## src/pressure_bank_pkg.sv

```systemverilog
// constants, encodings and timing shared by the register bank modules
package pressure_bank_pkg;

  // ---------------------------------------------------------------
  // byte addresses
  // ---------------------------------------------------------------
  localparam logic [7:0] ADDR_PART_LOW      = 8'h00;
  localparam logic [7:0] ADDR_PART_HIGH     = 8'h01;
  localparam logic [7:0] ADDR_SERIAL0       = 8'h02;
  localparam logic [7:0] ADDR_SERIAL1       = 8'h03;
  localparam logic [7:0] ADDR_SERIAL2       = 8'h04;
  localparam logic [7:0] ADDR_SERIAL3       = 8'h05;
  localparam logic [7:0] ADDR_MODE          = 8'h06;
  localparam logic [7:0] ADDR_LO_TOP        = 8'h0F;
  localparam logic [7:0] ADDR_HI_BOTTOM     = 8'h10;
  localparam logic [7:0] ADDR_HI_MIDDLE     = 8'h11;
  localparam logic [7:0] ADDR_HI_TOP        = 8'h12;
  localparam logic [7:0] ADDR_QUEUE_SETUP   = 8'h13;
  localparam logic [7:0] ADDR_READY_FLAGS   = 8'h14;
  localparam logic [7:0] ADDR_FILL_FLAGS    = 8'h15;
  localparam logic [7:0] ADDR_EVENT_FLAGS   = 8'h16;
  localparam logic [7:0] ADDR_PRESS_BOTTOM  = 8'h17;
  localparam logic [7:0] ADDR_PRESS_MIDDLE  = 8'h18;
  localparam logic [7:0] ADDR_PRESS_TOP     = 8'h19;
  localparam logic [7:0] ADDR_TEMP_LOW      = 8'h1A;
  localparam logic [7:0] ADDR_TEMP_HIGH     = 8'h1B;
  localparam logic [7:0] ADDR_QPRESS_BOTTOM = 8'h27;
  localparam logic [7:0] ADDR_QPRESS_MIDDLE = 8'h28;
  localparam logic [7:0] ADDR_QPRESS_TOP    = 8'h29;

  // ---------------------------------------------------------------
  // reset values
  // ---------------------------------------------------------------
  localparam logic [7:0] RST_MODE        = 8'h03;
  localparam logic [7:0] RST_LO_TOP      = 8'h00;
  localparam logic [7:0] RST_HI_BYTE     = 8'hFF;
  localparam logic [7:0] RST_QUEUE_SETUP = 8'h00;
  localparam logic [7:0] RST_READY       = 8'h00;
  localparam logic [7:0] RST_FILL        = 8'h02;
  localparam logic [7:0] RST_EVENT       = 8'h08;
  localparam logic [7:0] RST_RESULT      = 8'h00;

  // ---------------------------------------------------------------
  // field positions
  // ---------------------------------------------------------------
  localparam int MODE_HP_BIT    = 7;
  localparam int MODE_PATH_HI   = 6;
  localparam int MODE_PATH_LO   = 5;
  localparam int MODE_RUN_BIT   = 4;
  localparam int MODE_SRST_BIT  = 3;
  localparam int MODE_TEMP_BIT  = 1;
  localparam int MODE_PRESS_BIT = 0;
  localparam int READY_TEMP_BIT = 0;
  localparam int READY_PRES_BIT = 1;
  localparam int OVER_TEMP_BIT  = 2;
  localparam int OVER_PRES_BIT  = 3;

  typedef enum logic [1:0] {
    PATH_DIRECT  = 2'b00,
    PATH_QUEUE   = 2'b01,
    PATH_AVERAGE = 2'b10
  } path_t;

  // ---------------------------------------------------------------
  // timing
  // ---------------------------------------------------------------
  localparam int  CLK_KHZ          = 250000;
  localparam real HP_SETTLE_MS     = 0.5;
  localparam int  HP_SETTLE_CYCLES = int'(HP_SETTLE_MS * CLK_KHZ);
  localparam int  SETTLE_W         = 17;

endpackage : pressure_bank_pkg

```

## src/bank_if.sv

```systemverilog
// carrier between the register bank and its gate and scheduler
`timescale 1ns/10ps
interface bank_if;
  logic [7:0] addr;
  logic       highPower;
  logic       accessOk;
  logic [7:0] nextAddr;
  logic       runOn;
  logic       tempEn;
  logic       pressEn;
  logic       slotReq;
  logic       slotValid;
  logic       slotIsTemp;

  modport bank  (output addr, highPower, runOn, tempEn, pressEn, slotReq,
                 input  accessOk, nextAddr, slotValid, slotIsTemp);
  modport gate  (input  addr, highPower, output accessOk, nextAddr);
  modport sched (input  runOn, tempEn, pressEn, slotReq,
                 output slotValid, slotIsTemp);
endinterface : bank_if

```

## src/access_gate.sv

```systemverilog
// access permission and auto-increment address step
`timescale 1ns/10ps
module access_gate
  import pressure_bank_pkg::*;
(
  bank_if.gate g
);

  function automatic logic [7:0] step_addr(input logic [7:0] a);
    if (a == ADDR_QPRESS_TOP) begin
      step_addr = ADDR_QPRESS_BOTTOM;
    end else begin
      step_addr = a + 8'h01;
    end
  endfunction : step_addr

  always_comb begin
    g.nextAddr = step_addr(g.addr);
    if (g.highPower) begin
      g.accessOk = 1'b1;
    end else if (g.addr == ADDR_MODE || g.addr == ADDR_PART_LOW ||
                 g.addr == ADDR_PART_HIGH || g.addr == ADDR_READY_FLAGS ||
                 g.addr == ADDR_FILL_FLAGS || g.addr == ADDR_EVENT_FLAGS ||
                 (g.addr >= ADDR_PRESS_BOTTOM && g.addr <= ADDR_TEMP_HIGH))
    begin
      g.accessOk = 1'b1;
    end else begin
      g.accessOk = 1'b0;
    end
  end

endmodule : access_gate

```

## src/slot_scheduler.sv

```systemverilog
// chooses the kind of each measurement slot from the enables
`timescale 1ns/10ps
module slot_scheduler (
  // clock and reset
  input  wire logic mclk,
  input  wire logic rstSyncB,
  // bank side
  bank_if.sched     s
);

  typedef enum logic [1:0] {S_IDLE, S_AFTER_T, S_AFTER_P} slot_state_t;
  slot_state_t stateQ;

  always_ff @(posedge mclk or negedge rstSyncB) begin
    if (!rstSyncB) begin
      stateQ       <= S_IDLE;
      s.slotValid  <= 1'b0;
      s.slotIsTemp <= 1'b0;
    end else if (!s.runOn || !(s.tempEn || s.pressEn)) begin
      stateQ      <= S_IDLE;
      s.slotValid <= 1'b0;
    end else if (s.slotReq) begin
      s.slotValid <= 1'b1;
      case (stateQ)
        // every run opens with temperature, also for pressure only
        S_IDLE: begin
          s.slotIsTemp <= 1'b1;
          stateQ       <= S_AFTER_T;
        end
        S_AFTER_T: begin
          s.slotIsTemp <= !s.pressEn;
          stateQ       <= s.pressEn ? S_AFTER_P : S_AFTER_T;
        end
        default: begin
          s.slotIsTemp <= s.tempEn;
          stateQ       <= s.tempEn ? S_AFTER_T : S_AFTER_P;
        end
      endcase
    end else begin
      s.slotValid <= 1'b0;
    end
  end

endmodule : slot_scheduler

```

## src/pressure_sensor_register_bank.sv

```systemverilog
// host-visible register bank of the pressure and temperature sensor
`timescale 1ns/10ps

// Functional notes
// - multi-byte values are little-endian, lowest address holds LSB
// - 16-bit read-only part code at 0x00-0x01, valid after init
// - 32-bit read-only unit serial at 0x02-0x05, LSB first
// - high-power bit set makes every register reachable
// - high power clear: only mode, part code, status, pressure and temperature results reachable
// - path selector 00 direct, 01 queue, 10 moving average
// - run bit one starts measuring, zero stops and goes idle
// - one-shot completion clears the run bit by itself
// - soft reset restores power-on configuration and clears itself
// - low threshold top at 0x0F resets 0; high threshold bytes 0xFF
// - queued pressure output at 0x27-0x29, bytes reset to zero
// - auto-increment wraps inside the queued pressure group
// - ultra-low power pressure reads return only latest value
// - pressure only starts with temperature; both interleave
module pressure_sensor_register_bank
  import pressure_bank_pkg::*;
#(
  parameter logic [15:0]  PART_CODE     = 16'h5AC3, // arbitrary value
  parameter logic [31:0]  UNIT_SERIAL   = 32'h1234_ABCD, // arbitrary value
  parameter int           SETTLE_CYCLES = pressure_bank_pkg::HP_SETTLE_CYCLES
) (
  // clock and reset
  input  wire logic                        mclk,
  input  wire logic                        rst_b,
  // byte register port from the serial transport
  input  wire logic [7:0]                  regAddr,
  input  wire logic [7:0]                  regWrData,
  input  wire logic                        regWrEn,
  input  wire logic                        regRdEn,
  output logic      [7:0]                  regRdData,
  output logic                             regRdValid,
  output logic      [7:0]                  regNextAddr,
  // measurement engine inputs
  input  wire logic                        initDone,
  input  wire logic                        ultraLowPower,
  input  wire logic [23:0]                 pressSample,
  input  wire logic                        pressValid,
  input  wire logic [15:0]                 tempSample,
  input  wire logic                        tempValid,
  input  wire logic [23:0]                 queuedSample,
  input  wire logic                        queuedValid,
  input  wire logic                        oneShotDone,
  input  wire logic [7:0]                  queueFlags,
  input  wire logic [7:0]                  eventFlags,
  input  wire logic                        slotRequest,
  // configuration to the measurement engine
  output logic                             highPower,
  output pressure_bank_pkg::path_t         pathSelect,
  output logic                             runEnable,
  output logic                             temperatureEnable,
  output logic                             pressureEnable,
  output logic      [7:0]                  lowThresholdTop,
  output logic      [23:0]                 highThreshold,
  output logic      [7:0]                  queueSetup,
  output logic                             softResetPulse,
  output logic                             settleBusy,
  output logic                             slotValid,
  output logic                             slotIsTemp
);
  import pressure_bank_pkg::*;

  // ---------------------------------------------------------------
  // reset release
  // ---------------------------------------------------------------
  logic       rstMetaB;
  logic       rstSyncB;

  always_ff @(posedge mclk or negedge rst_b) begin
    if (!rst_b) begin
      rstMetaB <= 1'b0;
      rstSyncB <= 1'b0;
    end else begin
      rstMetaB <= 1'b1;
      rstSyncB <= rstMetaB;
    end
  end

  // ---------------------------------------------------------------
  // state
  // ---------------------------------------------------------------
  logic [7:0]          mode_q;
  logic [7:0]          loTop_q;
  logic [23:0]         hiThr_q;
  logic [7:0]          queueSetup_q;
  logic [7:0]          ready_q;
  logic [7:0]          ready_d;
  logic [7:0]          fill_q;
  logic [7:0]          event_q;
  logic [23:0]         pressHeld_q;
  logic [23:0]         pressLatest_q;
  logic [15:0]         temp_q;
  logic [23:0]         qpress_q;
  logic                softRst_q;
  logic [SETTLE_W-1:0] settleCnt_q;
  logic                partOk_q;
  logic [7:0]          rdByte;
  logic                wrOk;
  logic                clrPress;
  logic                clrTemp;
  logic                clrOver;

  bank_if bus ();

  access_gate u_gate (
    .g (bus.gate)
  );

  slot_scheduler u_sched (
    .mclk     (mclk),
    .rstSyncB (rstSyncB),
    .s        (bus.sched)
  );

  assign bus.addr      = regAddr;
  assign bus.highPower = mode_q[MODE_HP_BIT];
  assign bus.runOn     = mode_q[MODE_RUN_BIT];
  assign bus.tempEn    = mode_q[MODE_TEMP_BIT];
  assign bus.pressEn   = mode_q[MODE_PRESS_BIT];
  assign bus.slotReq   = slotRequest;

  // writes outside the permitted set are dropped without an answer
  assign wrOk     = regWrEn && bus.accessOk;
  assign clrPress = regRdEn && bus.accessOk && regAddr == ADDR_PRESS_TOP;
  assign clrTemp  = regRdEn && bus.accessOk && regAddr == ADDR_TEMP_HIGH;
  assign clrOver  = regRdEn && bus.accessOk && regAddr == ADDR_READY_FLAGS;

  // ---------------------------------------------------------------
  // mode configuration and soft reset
  // ---------------------------------------------------------------
  always_ff @(posedge mclk or negedge rstSyncB) begin
    if (!rstSyncB) begin
      mode_q    <= RST_MODE;
      softRst_q <= 1'b0;
    end else if (softRst_q) begin
      mode_q    <= RST_MODE;
      softRst_q <= 1'b0;
    end else if (wrOk && regAddr == ADDR_MODE) begin
      // a fresh start written with a one-shot end is kept
      mode_q    <= regWrData;
      softRst_q <= regWrData[MODE_SRST_BIT];
    end else if (oneShotDone) begin
      mode_q[MODE_RUN_BIT] <= 1'b0;
    end
  end

  // ---------------------------------------------------------------
  // high-power settling window
  // ---------------------------------------------------------------
  always_ff @(posedge mclk or negedge rstSyncB) begin
    if (!rstSyncB) begin
      settleCnt_q <= '0;
      settleBusy  <= 1'b0;
    end else if (softRst_q) begin
      settleCnt_q <= '0;
      settleBusy  <= 1'b0;
    end else if (wrOk && regAddr == ADDR_MODE &&
                 regWrData[MODE_HP_BIT] && !mode_q[MODE_HP_BIT]) begin
      // flags the time the host must leave the bus alone
      settleCnt_q <= SETTLE_W'(SETTLE_CYCLES - 1);
      settleBusy  <= 1'b1;
    end else if (settleCnt_q != '0) begin
      settleCnt_q <= settleCnt_q - 1'b1;
    end else begin
      settleBusy  <= 1'b0;
    end
  end

  // ---------------------------------------------------------------
  // thresholds and queue setup
  // ---------------------------------------------------------------
  always_ff @(posedge mclk or negedge rstSyncB) begin
    if (!rstSyncB) begin
      loTop_q      <= RST_LO_TOP;
      hiThr_q      <= {RST_HI_BYTE, RST_HI_BYTE, RST_HI_BYTE};
      queueSetup_q <= RST_QUEUE_SETUP;
    end else if (softRst_q) begin
      loTop_q      <= RST_LO_TOP;
      hiThr_q      <= {RST_HI_BYTE, RST_HI_BYTE, RST_HI_BYTE};
      queueSetup_q <= RST_QUEUE_SETUP;
    end else if (wrOk) begin
      if (regAddr == ADDR_LO_TOP) begin
        loTop_q <= regWrData;
      end else if (regAddr == ADDR_HI_BOTTOM) begin
        hiThr_q[7:0] <= regWrData;
      end else if (regAddr == ADDR_HI_MIDDLE) begin
        hiThr_q[15:8] <= regWrData;
      end else if (regAddr == ADDR_HI_TOP) begin
        hiThr_q[23:16] <= regWrData;
      end else if (regAddr == ADDR_QUEUE_SETUP) begin
        queueSetup_q <= regWrData;
      end
    end
  end

  // ---------------------------------------------------------------
  // sample-ready flags: a new sample wins over a clearing read
  // ---------------------------------------------------------------
  always_comb begin
    ready_d = ready_q;
    if (clrPress) begin
      ready_d[READY_PRES_BIT] = 1'b0;
    end
    if (clrTemp) begin
      ready_d[READY_TEMP_BIT] = 1'b0;
    end
    if (clrOver) begin
      ready_d[OVER_PRES_BIT] = 1'b0;
      ready_d[OVER_TEMP_BIT] = 1'b0;
    end
    if (pressValid) begin
      ready_d[READY_PRES_BIT] = 1'b1;
      if (ready_q[READY_PRES_BIT] && !clrPress) begin
        ready_d[OVER_PRES_BIT] = 1'b1;
      end
    end
    if (tempValid) begin
      ready_d[READY_TEMP_BIT] = 1'b1;
      if (ready_q[READY_TEMP_BIT] && !clrTemp) begin
        ready_d[OVER_TEMP_BIT] = 1'b1;
      end
    end
  end

  always_ff @(posedge mclk or negedge rstSyncB) begin
    if (!rstSyncB) begin
      ready_q <= RST_READY;
    end else if (softRst_q) begin
      ready_q <= RST_READY;
    end else begin
      ready_q <= ready_d;
    end
  end

  // ---------------------------------------------------------------
  // engine status mirrors
  // ---------------------------------------------------------------
  always_ff @(posedge mclk or negedge rstSyncB) begin
    if (!rstSyncB) begin
      fill_q   <= RST_FILL;
      event_q  <= RST_EVENT;
      partOk_q <= 1'b0;
    end else begin
      fill_q   <= queueFlags;
      event_q  <= eventFlags;
      partOk_q <= initDone;
    end
  end

  // ---------------------------------------------------------------
  // result capture
  // ---------------------------------------------------------------
  // the held copy keeps the oldest unread sample; ultra-low power
  // mode has no such buffering and always shows the newest one
  always_ff @(posedge mclk or negedge rstSyncB) begin
    if (!rstSyncB) begin
      pressHeld_q   <= {RST_RESULT, RST_RESULT, RST_RESULT};
      pressLatest_q <= {RST_RESULT, RST_RESULT, RST_RESULT};
    end else if (softRst_q) begin
      pressHeld_q   <= {RST_RESULT, RST_RESULT, RST_RESULT};
      pressLatest_q <= {RST_RESULT, RST_RESULT, RST_RESULT};
    end else if (pressValid) begin
      pressLatest_q <= pressSample;
      if (!ready_q[READY_PRES_BIT] || clrPress || ultraLowPower) begin
        pressHeld_q <= pressSample;
      end
    end
  end

  always_ff @(posedge mclk or negedge rstSyncB) begin
    if (!rstSyncB) begin
      temp_q <= {RST_RESULT, RST_RESULT};
    end else if (softRst_q) begin
      temp_q <= {RST_RESULT, RST_RESULT};
    end else if (tempValid) begin
      temp_q <= tempSample;
    end
  end

  always_ff @(posedge mclk or negedge rstSyncB) begin
    if (!rstSyncB) begin
      qpress_q <= {RST_RESULT, RST_RESULT, RST_RESULT};
    end else if (softRst_q) begin
      qpress_q <= {RST_RESULT, RST_RESULT, RST_RESULT};
    end else if (queuedValid) begin
      qpress_q <= queuedSample;
    end
  end

  // ---------------------------------------------------------------
  // read decode
  // ---------------------------------------------------------------
  logic [23:0] pressView;
  assign pressView = ultraLowPower ? pressLatest_q : pressHeld_q;

  always_comb begin
    rdByte = 8'h00;
    if (!bus.accessOk) begin
      rdByte = 8'h00;
    end else if (regAddr == ADDR_PART_LOW) begin
      rdByte = partOk_q ? PART_CODE[7:0] : 8'h00;
    end else if (regAddr == ADDR_PART_HIGH) begin
      rdByte = partOk_q ? PART_CODE[15:8] : 8'h00;
    end else if (regAddr == ADDR_SERIAL0) begin
      rdByte = UNIT_SERIAL[7:0];
    end else if (regAddr == ADDR_SERIAL1) begin
      rdByte = UNIT_SERIAL[15:8];
    end else if (regAddr == ADDR_SERIAL2) begin
      rdByte = UNIT_SERIAL[23:16];
    end else if (regAddr == ADDR_SERIAL3) begin
      rdByte = UNIT_SERIAL[31:24];
    end else if (regAddr == ADDR_MODE) begin
      rdByte = mode_q;
    end else if (regAddr == ADDR_LO_TOP) begin
      rdByte = loTop_q;
    end else if (regAddr == ADDR_HI_BOTTOM) begin
      rdByte = hiThr_q[7:0];
    end else if (regAddr == ADDR_HI_MIDDLE) begin
      rdByte = hiThr_q[15:8];
    end else if (regAddr == ADDR_HI_TOP) begin
      rdByte = hiThr_q[23:16];
    end else if (regAddr == ADDR_QUEUE_SETUP) begin
      rdByte = queueSetup_q;
    end else if (regAddr == ADDR_READY_FLAGS) begin
      rdByte = ready_q;
    end else if (regAddr == ADDR_FILL_FLAGS) begin
      rdByte = fill_q;
    end else if (regAddr == ADDR_EVENT_FLAGS) begin
      rdByte = event_q;
    end else if (regAddr == ADDR_PRESS_BOTTOM) begin
      rdByte = pressView[7:0];
    end else if (regAddr == ADDR_PRESS_MIDDLE) begin
      rdByte = pressView[15:8];
    end else if (regAddr == ADDR_PRESS_TOP) begin
      rdByte = pressView[23:16];
    end else if (regAddr == ADDR_TEMP_LOW) begin
      rdByte = temp_q[7:0];
    end else if (regAddr == ADDR_TEMP_HIGH) begin
      rdByte = temp_q[15:8];
    end else if (regAddr == ADDR_QPRESS_BOTTOM) begin
      rdByte = qpress_q[7:0];
    end else if (regAddr == ADDR_QPRESS_MIDDLE) begin
      rdByte = qpress_q[15:8];
    end else if (regAddr == ADDR_QPRESS_TOP) begin
      rdByte = qpress_q[23:16];
    end
  end

  always_ff @(posedge mclk or negedge rstSyncB) begin
    if (!rstSyncB) begin
      regRdData   <= 8'h00;
      regRdValid  <= 1'b0;
      regNextAddr <= 8'h00;
    end else begin
      regRdValid <= regRdEn;
      if (regRdEn) begin
        regRdData <= rdByte;
      end
      if (regRdEn || regWrEn) begin
        regNextAddr <= bus.nextAddr;
      end
    end
  end

  // ---------------------------------------------------------------
  // outputs
  // ---------------------------------------------------------------
  assign highPower         = mode_q[MODE_HP_BIT];
  assign pathSelect        = path_t'(mode_q[MODE_PATH_HI:MODE_PATH_LO]);
  assign runEnable         = mode_q[MODE_RUN_BIT];
  assign temperatureEnable = mode_q[MODE_TEMP_BIT];
  assign pressureEnable    = mode_q[MODE_PRESS_BIT];
  assign lowThresholdTop   = loTop_q;
  assign highThreshold     = hiThr_q;
  assign queueSetup        = queueSetup_q;
  assign softResetPulse    = softRst_q;
  assign slotValid         = bus.slotValid;
  assign slotIsTemp        = bus.slotIsTemp;

endmodule : pressure_sensor_register_bank

```

## config.mk

```make
export PLATFORM = sky130hd
export DESIGN_NAME = pressure_sensor_register_bank
export DESIGN_NICKNAME = d
export VERILOG_FILES = /design/src/pressure_bank_pkg.sv /design/src/bank_if.sv /design/src/access_gate.sv /design/src/slot_scheduler.sv /design/src/pressure_sensor_register_bank.sv
export SDC_FILE = /design/constraint.sdc
export NUM_CORES = 1
export LEC_CHECK = 0
export BUFFER_PORTS_ARGS = -buffer_cell sky130_fd_sc_hd__buf_2
export CORE_ASPECT_RATIO = 1.75
export CORE_UTILIZATION = 35
export CTS_CLUSTER_SIZE = 12
export DETAILED_ROUTE_END_ITERATION = 6
export GPL_TIMING_DRIVEN = 1
export PLACE_DENSITY_LB_ADDON = 0.05
export SLEW_MARGIN = 10
export SYNTH_ARGS = -nofsm -noshare
export SYNTH_HDL_FRONTEND = slang
export SYNTH_HIERARCHICAL = 1
export SYNTH_SLANG_ARGS = --single-unit
```

## constraint.sdc

```tcl
create_clock -name mclk -period 15.48 [get_ports mclk]
set_clock_uncertainty 0.2 [all_clocks]
set_input_delay 2.322 -clock mclk [delete_from_list [all_inputs] [get_ports mclk]]
set_output_delay 2.322 -clock mclk [all_outputs]
set_load 0.05 [all_outputs]
```

; After elaboration in Yosys (flattened, before gate mapping)
; Cells that the tools add are included.
[word_totals]
regBits = 199
mem_count = 0
wordCells = 204
in_bits = 107
mem_bits_ro = 0
ramBits = 0
latch_bits = 0
[op_classes]
n_reduce_logical = 55
add_sub_neg = 2
n_mul = 0
shifts = 0
order_cmp = 2
muxes = 88
n_bitwise = 1
div = 0
n_eq_ne = 28
[ops]
columns = cell, count
row1 = $mux 8, 41
row2 = $mux 24, 11
row3 = $eq 8x5->1 const B, 12
row4 = $mux 17, 3
row5 = $mux 16, 3
row6 = $eq 8x3->1 const B, 3
row7 = $eq 8x6->1 const B, 3
row8 = $reduce_bool 2->1, 12
row9 = $mux 1, 19
row10 = $reduce_bool 17->1, 1
row11 = $sub 17x1->17 const B, 1
row12 = $eq 8x2->1 const B, 2
row13 = $reduce_bool 3->1, 4
row14 = $logic_and 1x1->1, 11
row15 = $logic_or 1x1->1, 11
row16 = $mux 2, 5
row17 = $add 8x1->8 const B, 1
row18 = $eq 8x1->1 const B, 1
row19 = $eq 8x4->1 const B, 1
row20 = $ge 8x5->1 const B, 1
row21 = $le 8x5->1 const B, 1
row22 = $logic_not 8->1, 1
row23 = $mux 4, 2
row24 = $ne 2x2->1 const B, 4
row25 = other kinds (14), 22

; Longest topological paths before layout
[depth]
ltp_word = 25
mapped_depth = 12

; Cells and area by module
; Netlist, hierarchy kept.
[modules_own_cells]
columns = mod, seq_area_each_um2, cells_each, instances, area_each_um2
row1 = pressure_sensor_register_bank, 4914.7, 967, 1, 9704.3
row2 = access_gate, 0.0, 37, 1, 275.3
row3 = slot_scheduler, 100.1, 18, 1, 185.2

; Worst setup path before layout
; Ideal clock, no wire load.
[synth_timing]
path_type = input to register
start = input port regAddr[0]
end = register pressHeld_q[4]
path_slack_ps = 10859
setup_ps = 132
arrival_time_ps = 4289
path_buffers = 2
path_stages = 12
t_required_ps = 15148
path_cell_list = inv_1 ha_1 o21ai_0 o211ai_1 a41o_1 clkbuf_1 nand2_1 o21ai_1 o21ai_2 buf_2 mux2i_1 nor2_1
[synth_between]
elab_chain_cells = 15
elab_cells_between_ends = 24
[synth_lines]
columns = item, line
row1 = start: declaration, pressure_sensor_register_bank.sv:30  ; input wire logic [7:0] regAddr,
row2 = "parallel branches: the longest is 6 deep, another holds $ge 8x5->1", --
row3 = $logic_or 1x1->1 (*), access_gate.sv:23  ; g.addr == ADDR_FILL_FLAGS || g.addr == ADDR_EVENT_FLAGS ||
row4 = $mux 1 (*), access_gate.sv:21  ; end else if (g.addr == ADDR_MODE || g.addr == ADDR_PART_LOW ||
row5 = $mux 1 (*), access_gate.sv:19  ; if (g.highPower) begin
row6 = via bus.accessOk, bank_if.sv:6  ; logic accessOk;
row7 = $logic_and 1x1->1 (*) (2 in a row), pressure_sensor_register_bank.sv:127  ; assign clrPress = regRdEn && bus.accessOk && regAddr == ADDR_PRESS_TOP;
row8 = $logic_or 1x1->1 (*) (2 in a row), pressure_sensor_register_bank.sv:267  ; if (!ready_q[READY_PRES_BIT] || clrPress || ultraLowPower) begin
row9 = $reduce_bool 2->1 (no source line) (*), --
row10 = $reduce_and 2->1 (no source line) (*), --
row11 = end signal: assignment, pressure_sensor_register_bank.sv:260  ; pressHeld_q <= {RST_RESULT, RST_RESULT, RST_RESULT};
row12 = end signal: assignment, pressure_sensor_register_bank.sv:263  ; pressHeld_q <= {RST_RESULT, RST_RESULT, RST_RESULT};
row13 = end signal: assignment, pressure_sensor_register_bank.sv:268  ; pressHeld_q <= pressSample;
row14 = end: declaration, pressure_sensor_register_bank.sv:93  ; logic [23:0] pressHeld_q;
; Mark *: on every way through the listed nets, which the timed path passes.
; A chain may end at the register's enable or synchronous reset.

; Worst setup path after layout
[layout_timing]
start = input port regAddr[0]
end = register queueSetup_q[5], in the netlist queueSetup[5]
[layout_between]
elab_chain_cells = 12
elab_cells_between_ends = 30
[layout_lines]
columns = item, line
row1 = "parallel branches: the longest is 6 deep, another holds $ge 8x5->1", --
row2 = $logic_or 1x1->1 (*), access_gate.sv:23
row3 = $mux 1 (*), access_gate.sv:21
row4 = $mux 1 (*), access_gate.sv:19
row5 = via bus.accessOk, bank_if.sv:6
row6 = $logic_and 1x1->1 (*), pressure_sensor_register_bank.sv:126  ; assign wrOk = regWrEn && bus.accessOk;
row7 = $reduce_bool 2->1 (no source line) (*), --
row8 = $reduce_and 6->1 (no source line) (*), --
row9 = end signal: assignment, pressure_sensor_register_bank.sv:194  ; queueSetup_q <= regWrData;
row10 = end: declaration, pressure_sensor_register_bank.sv:88  ; logic [7:0] queueSetup_q;
; Marks and branches as above.

==> impl_metrics.ini <==
[outcome]
status = finished clean

[sta]
finalWorstPathRequiredPeriod_ps = 5340
fin_crit_sh_pct = 34.5
fmax_mhz = 187
hold_viol_final = 0
hold_slack_ps = 157
relSlewSlack_pct = 24.0
finalMaxSlewViolations = 0
tightest_slew_ps = 1140
rsz0062_at_grt = false
setup_tns_ps = 0
finalSetupViolations = 0

[placed_design]
detailedPlacementHpwl_um = 25000
post_dp_cell_area_mm2 = 0.0113
place_inst = 1518
port_buffers = 173
routabilityCongestion = 0.858

[synth]
synthFlopType = dfrtp_1
synthCells = 1022
yosysSeqAreaShare_pct = 49.3
yosysUniqueCellTypes = 81
syn_area_per_cell_um2 = 9.95
synth-seq-cells = 199
synth-edff-count = 0
synth.net_count = 1134
synth_area_mm2 = 0.0102
ys_warn_count = 6
async_flop_share_pct = 100

[pwr]
pwr-share-clk_pct = 38.0
seq_power_share_pct = 49.7
p_comb_share_pct = 12.3
ir_worst_vdd_mv = 0.0826
p_sw_share_pct = 27.1
powerDensity_mw_per_mm2 = 100
p_leak_nw = 5.55
p_int_uw = 867
p_sw_uw = 323
p_total_mw = 1.19

[routing]
drt_iter0_markers = 532
first_pass_iters = 5
routed_wl_um = 34400
remaining_drc_errors = 0
via_count = 8259
vias_per_cell = 5.32
antenna_left = 0
wl_per_cell_um = 22.2

[clocking]
cts_tree = yes
clk_latency_ps = 460
htreeDepth = 4
clkSlewWorstSetupHoldPaths_ps = 70
root_buffer = clkbuf_16
cts_setup_buffers = 0
numClockSinks = 199
ctsResizeCount = 0
cts_max_path_buffers = 2
holdBufCountCts = 0
numCtsBuffers = 17

[die]
start_util_pct = 35.5
die_h_um = 227
row_count = 82
die_x_um = 131
core-area_mm2 = 0.0286
die-area_mm2 = 0.0298
pin_count = 174

[grt]
grt_max_degree = 129
grt_pass1_wl_um = 52000
grt_pass1_vias = 8324
gr-total-overflow = 0
track_usage_pct = 24.3
antenna_found_initial = 0

[worst_setup_path]
critPathArrivalTime_ps = 5440
cp_cell_sequence = buf_2 -> buf_4 -> inv_1 -> ha_1 -> o21ai_0 -> o211ai_1 -> a41o_1 -> nand2_1 -> nor2_1 -> a21oi_1 -> o21ai_0
ff2ff_path_depth = 5
critPathLaunchType = input pin
cpMaxStageDelayCell = a21oi_1
timing.rr.end = queueSetup[5]$_DFFE_PN0P_
worstSetupPathType = input pin to register
r2r_slack_ps = 12800
critical_path.most_common_cell = o21ai_0
crit_family = compound AO/OA/AOI/OAI gates
cp.depth = 11
rr_startpoint = mode_q[7]$_DFFE_PN0P_
slowest_delay_ps = 840
cp_num_buf_inv = 3
cp_max_fo = 58
critPathCaptureType = register
cp.required_ps = 15580

[worst_hold_path]
hold_path_end = rstSyncB$_DFF_PN0_
min_path_type = register to register
min_from = rstMetaB$_DFF_PN0_
hold-path-cell-count = 0

[finish]
fillers = 2880
fin_area_mm2 = 0.0119
nets = 1271
area_delta_synth_final_pct = 16.9
drive_above_1_share_pct = 23.7
finalNonFillerCells = 1551
layout_common_cells = buf_2 (173), dfrtp_1 (169), nor2_1 (153)
final_common_cell = buf_2

[job]
maxCapViolCount = 0
[area by class of cell]
type	instances	area, µm²	share of cell area [%]
clock inverters	6	60.1	0.505
repair buffers	182	946	7.96
flip-flops and latches	199	5020	42.3
inverters	15	56.3	0.474
diodes	1	2.50	0.0211
well taps	378	473	3.98
multi-input cells	744	4800	40.4
clock buffers	26	522	4.39
[sequential cells by signal, indices dropped and copies added (netlist names)]
register and flops:
fill_q 8, u_sched/s.slotValid 1, regRdData 8, softResetPulse 1, settleBusy 1, pressLatest_q 24, pressHeld_q 24, regRdValid 1
event_q 8, temp_q 16, u_sched/stateQ 2, queueSetup 8, highThreshold 24, qpress_q 24, partOk_q 1, mode_q 8
ready_q 4, lowThresholdTop 8, rstMetaB 1, u_sched/s.slotIsTemp 1, rstSyncB 1, settleCnt_q 17, regNextAddr 8
[cells by family after synthesis]
logic type | Yosys count | share of synthesized area [%]
XOR/XNOR | 18 | 1.55
AND/OR/NAND/NOR | 383 | 18.2
buffers and inverters | 79 | 3.41
adder cells (fa/ha/maj) | 5 | 0.615
AO/OA/AOI/OAI | 199 | 13.0
other | 1 | 0.0369
flip-flops | 199 | 49.3
multiplexers | 138 | 13.8
[metal layers]
layer  vias up  GRT usage (%)  wire [µm]
met5         -              0          0
met4         0           9.68        874
met3        42           3.62       1200
met2       211           44.0      18600
met1      4120           28.3      13700
li1       3886              -          -
[cells in the mapped netlist (all sizes together) (3+ instances only)]
cell type / number / area, µm²
a211o: 8 / 70.1
a211oi: 4 / 30.0
a21o: 5 / 37.5
a21oi: 60 / 300
a221oi: 4 / 35.0
a22oi: 15 / 118
a32oi: 3 / 26.3
and3: 9 / 57.6
and4b: 3 / 30.0
buf: 32 / 170
clkbuf: 32 / 120
dfrtp: 171 / 4280
dfstp: 28 / 736
ha: 5 / 62.6
inv: 15 / 56.3
mux2: 19 / 214
mux2i: 119 / 1190
nand2: 109 / 412
nand2b: 15 / 93.8
nand3: 15 / 75.1
nand3b: 23 / 173
nand4: 5 / 31.3
nor2: 156 / 608
nor2b: 8 / 50.1
nor3: 16 / 101
nor4: 7 / 50.1
nor4b: 3 / 53.8
o211ai: 7 / 52.6
o21a: 3 / 22.5
o21ai: 43 / 230
o221ai: 6 / 52.6
o22ai: 6 / 37.5
o2bb2ai: 4 / 35.0
o32ai: 4 / 35.0
or3: 5 / 31.3
xnor2: 15 / 131
xor2: 3 / 26.3
[how the worst max path moves through the flow]
stage | from | to | slack (ps)
final | regAddr[0] | queueSetup[5]$_DFFE_PN0P_ | 10140
after global routing | regAddr[0] | queueSetup[7]$_DFFE_PN0P_ | 9800
after CTS | regAddr[0] | queueSetup[7]$_DFFE_PN0P_ | 10130
after detailed placement | regAddr[0] | queueSetup[7]$_DFFE_PN0P_ | 9640
after global placement | regAddr[0] | queueSetup[7]$_DFFE_PN0P_ | 9750
after floorplan | rstSyncB$_DFF_PN0_ | event_q[0]$_DFF_PN0_ | 9370
[through the flow]
stage	util [%]	worst slack, ps
2_1_floorplan	-	9370
5_1_grt	41.5	9800
3_3_place_gp	39.5	9750
3_5_place_dp	39.5	9640
4_1_cts	41.5	10130
6_report	41.5	10140
[power by group through the flow]
stage               clock network (mW)  registers [mW]  logic, mW
global route                     0.485           0.596      0.161
finish                           0.452           0.591      0.147
detailed placement                   0           0.601      0.150
global placement                     0           0.602      0.147
CTS                              0.466           0.592      0.150
floorplan                            0           0.605     0.0813
No activity file was read; power rests on OpenSTA's default activity.
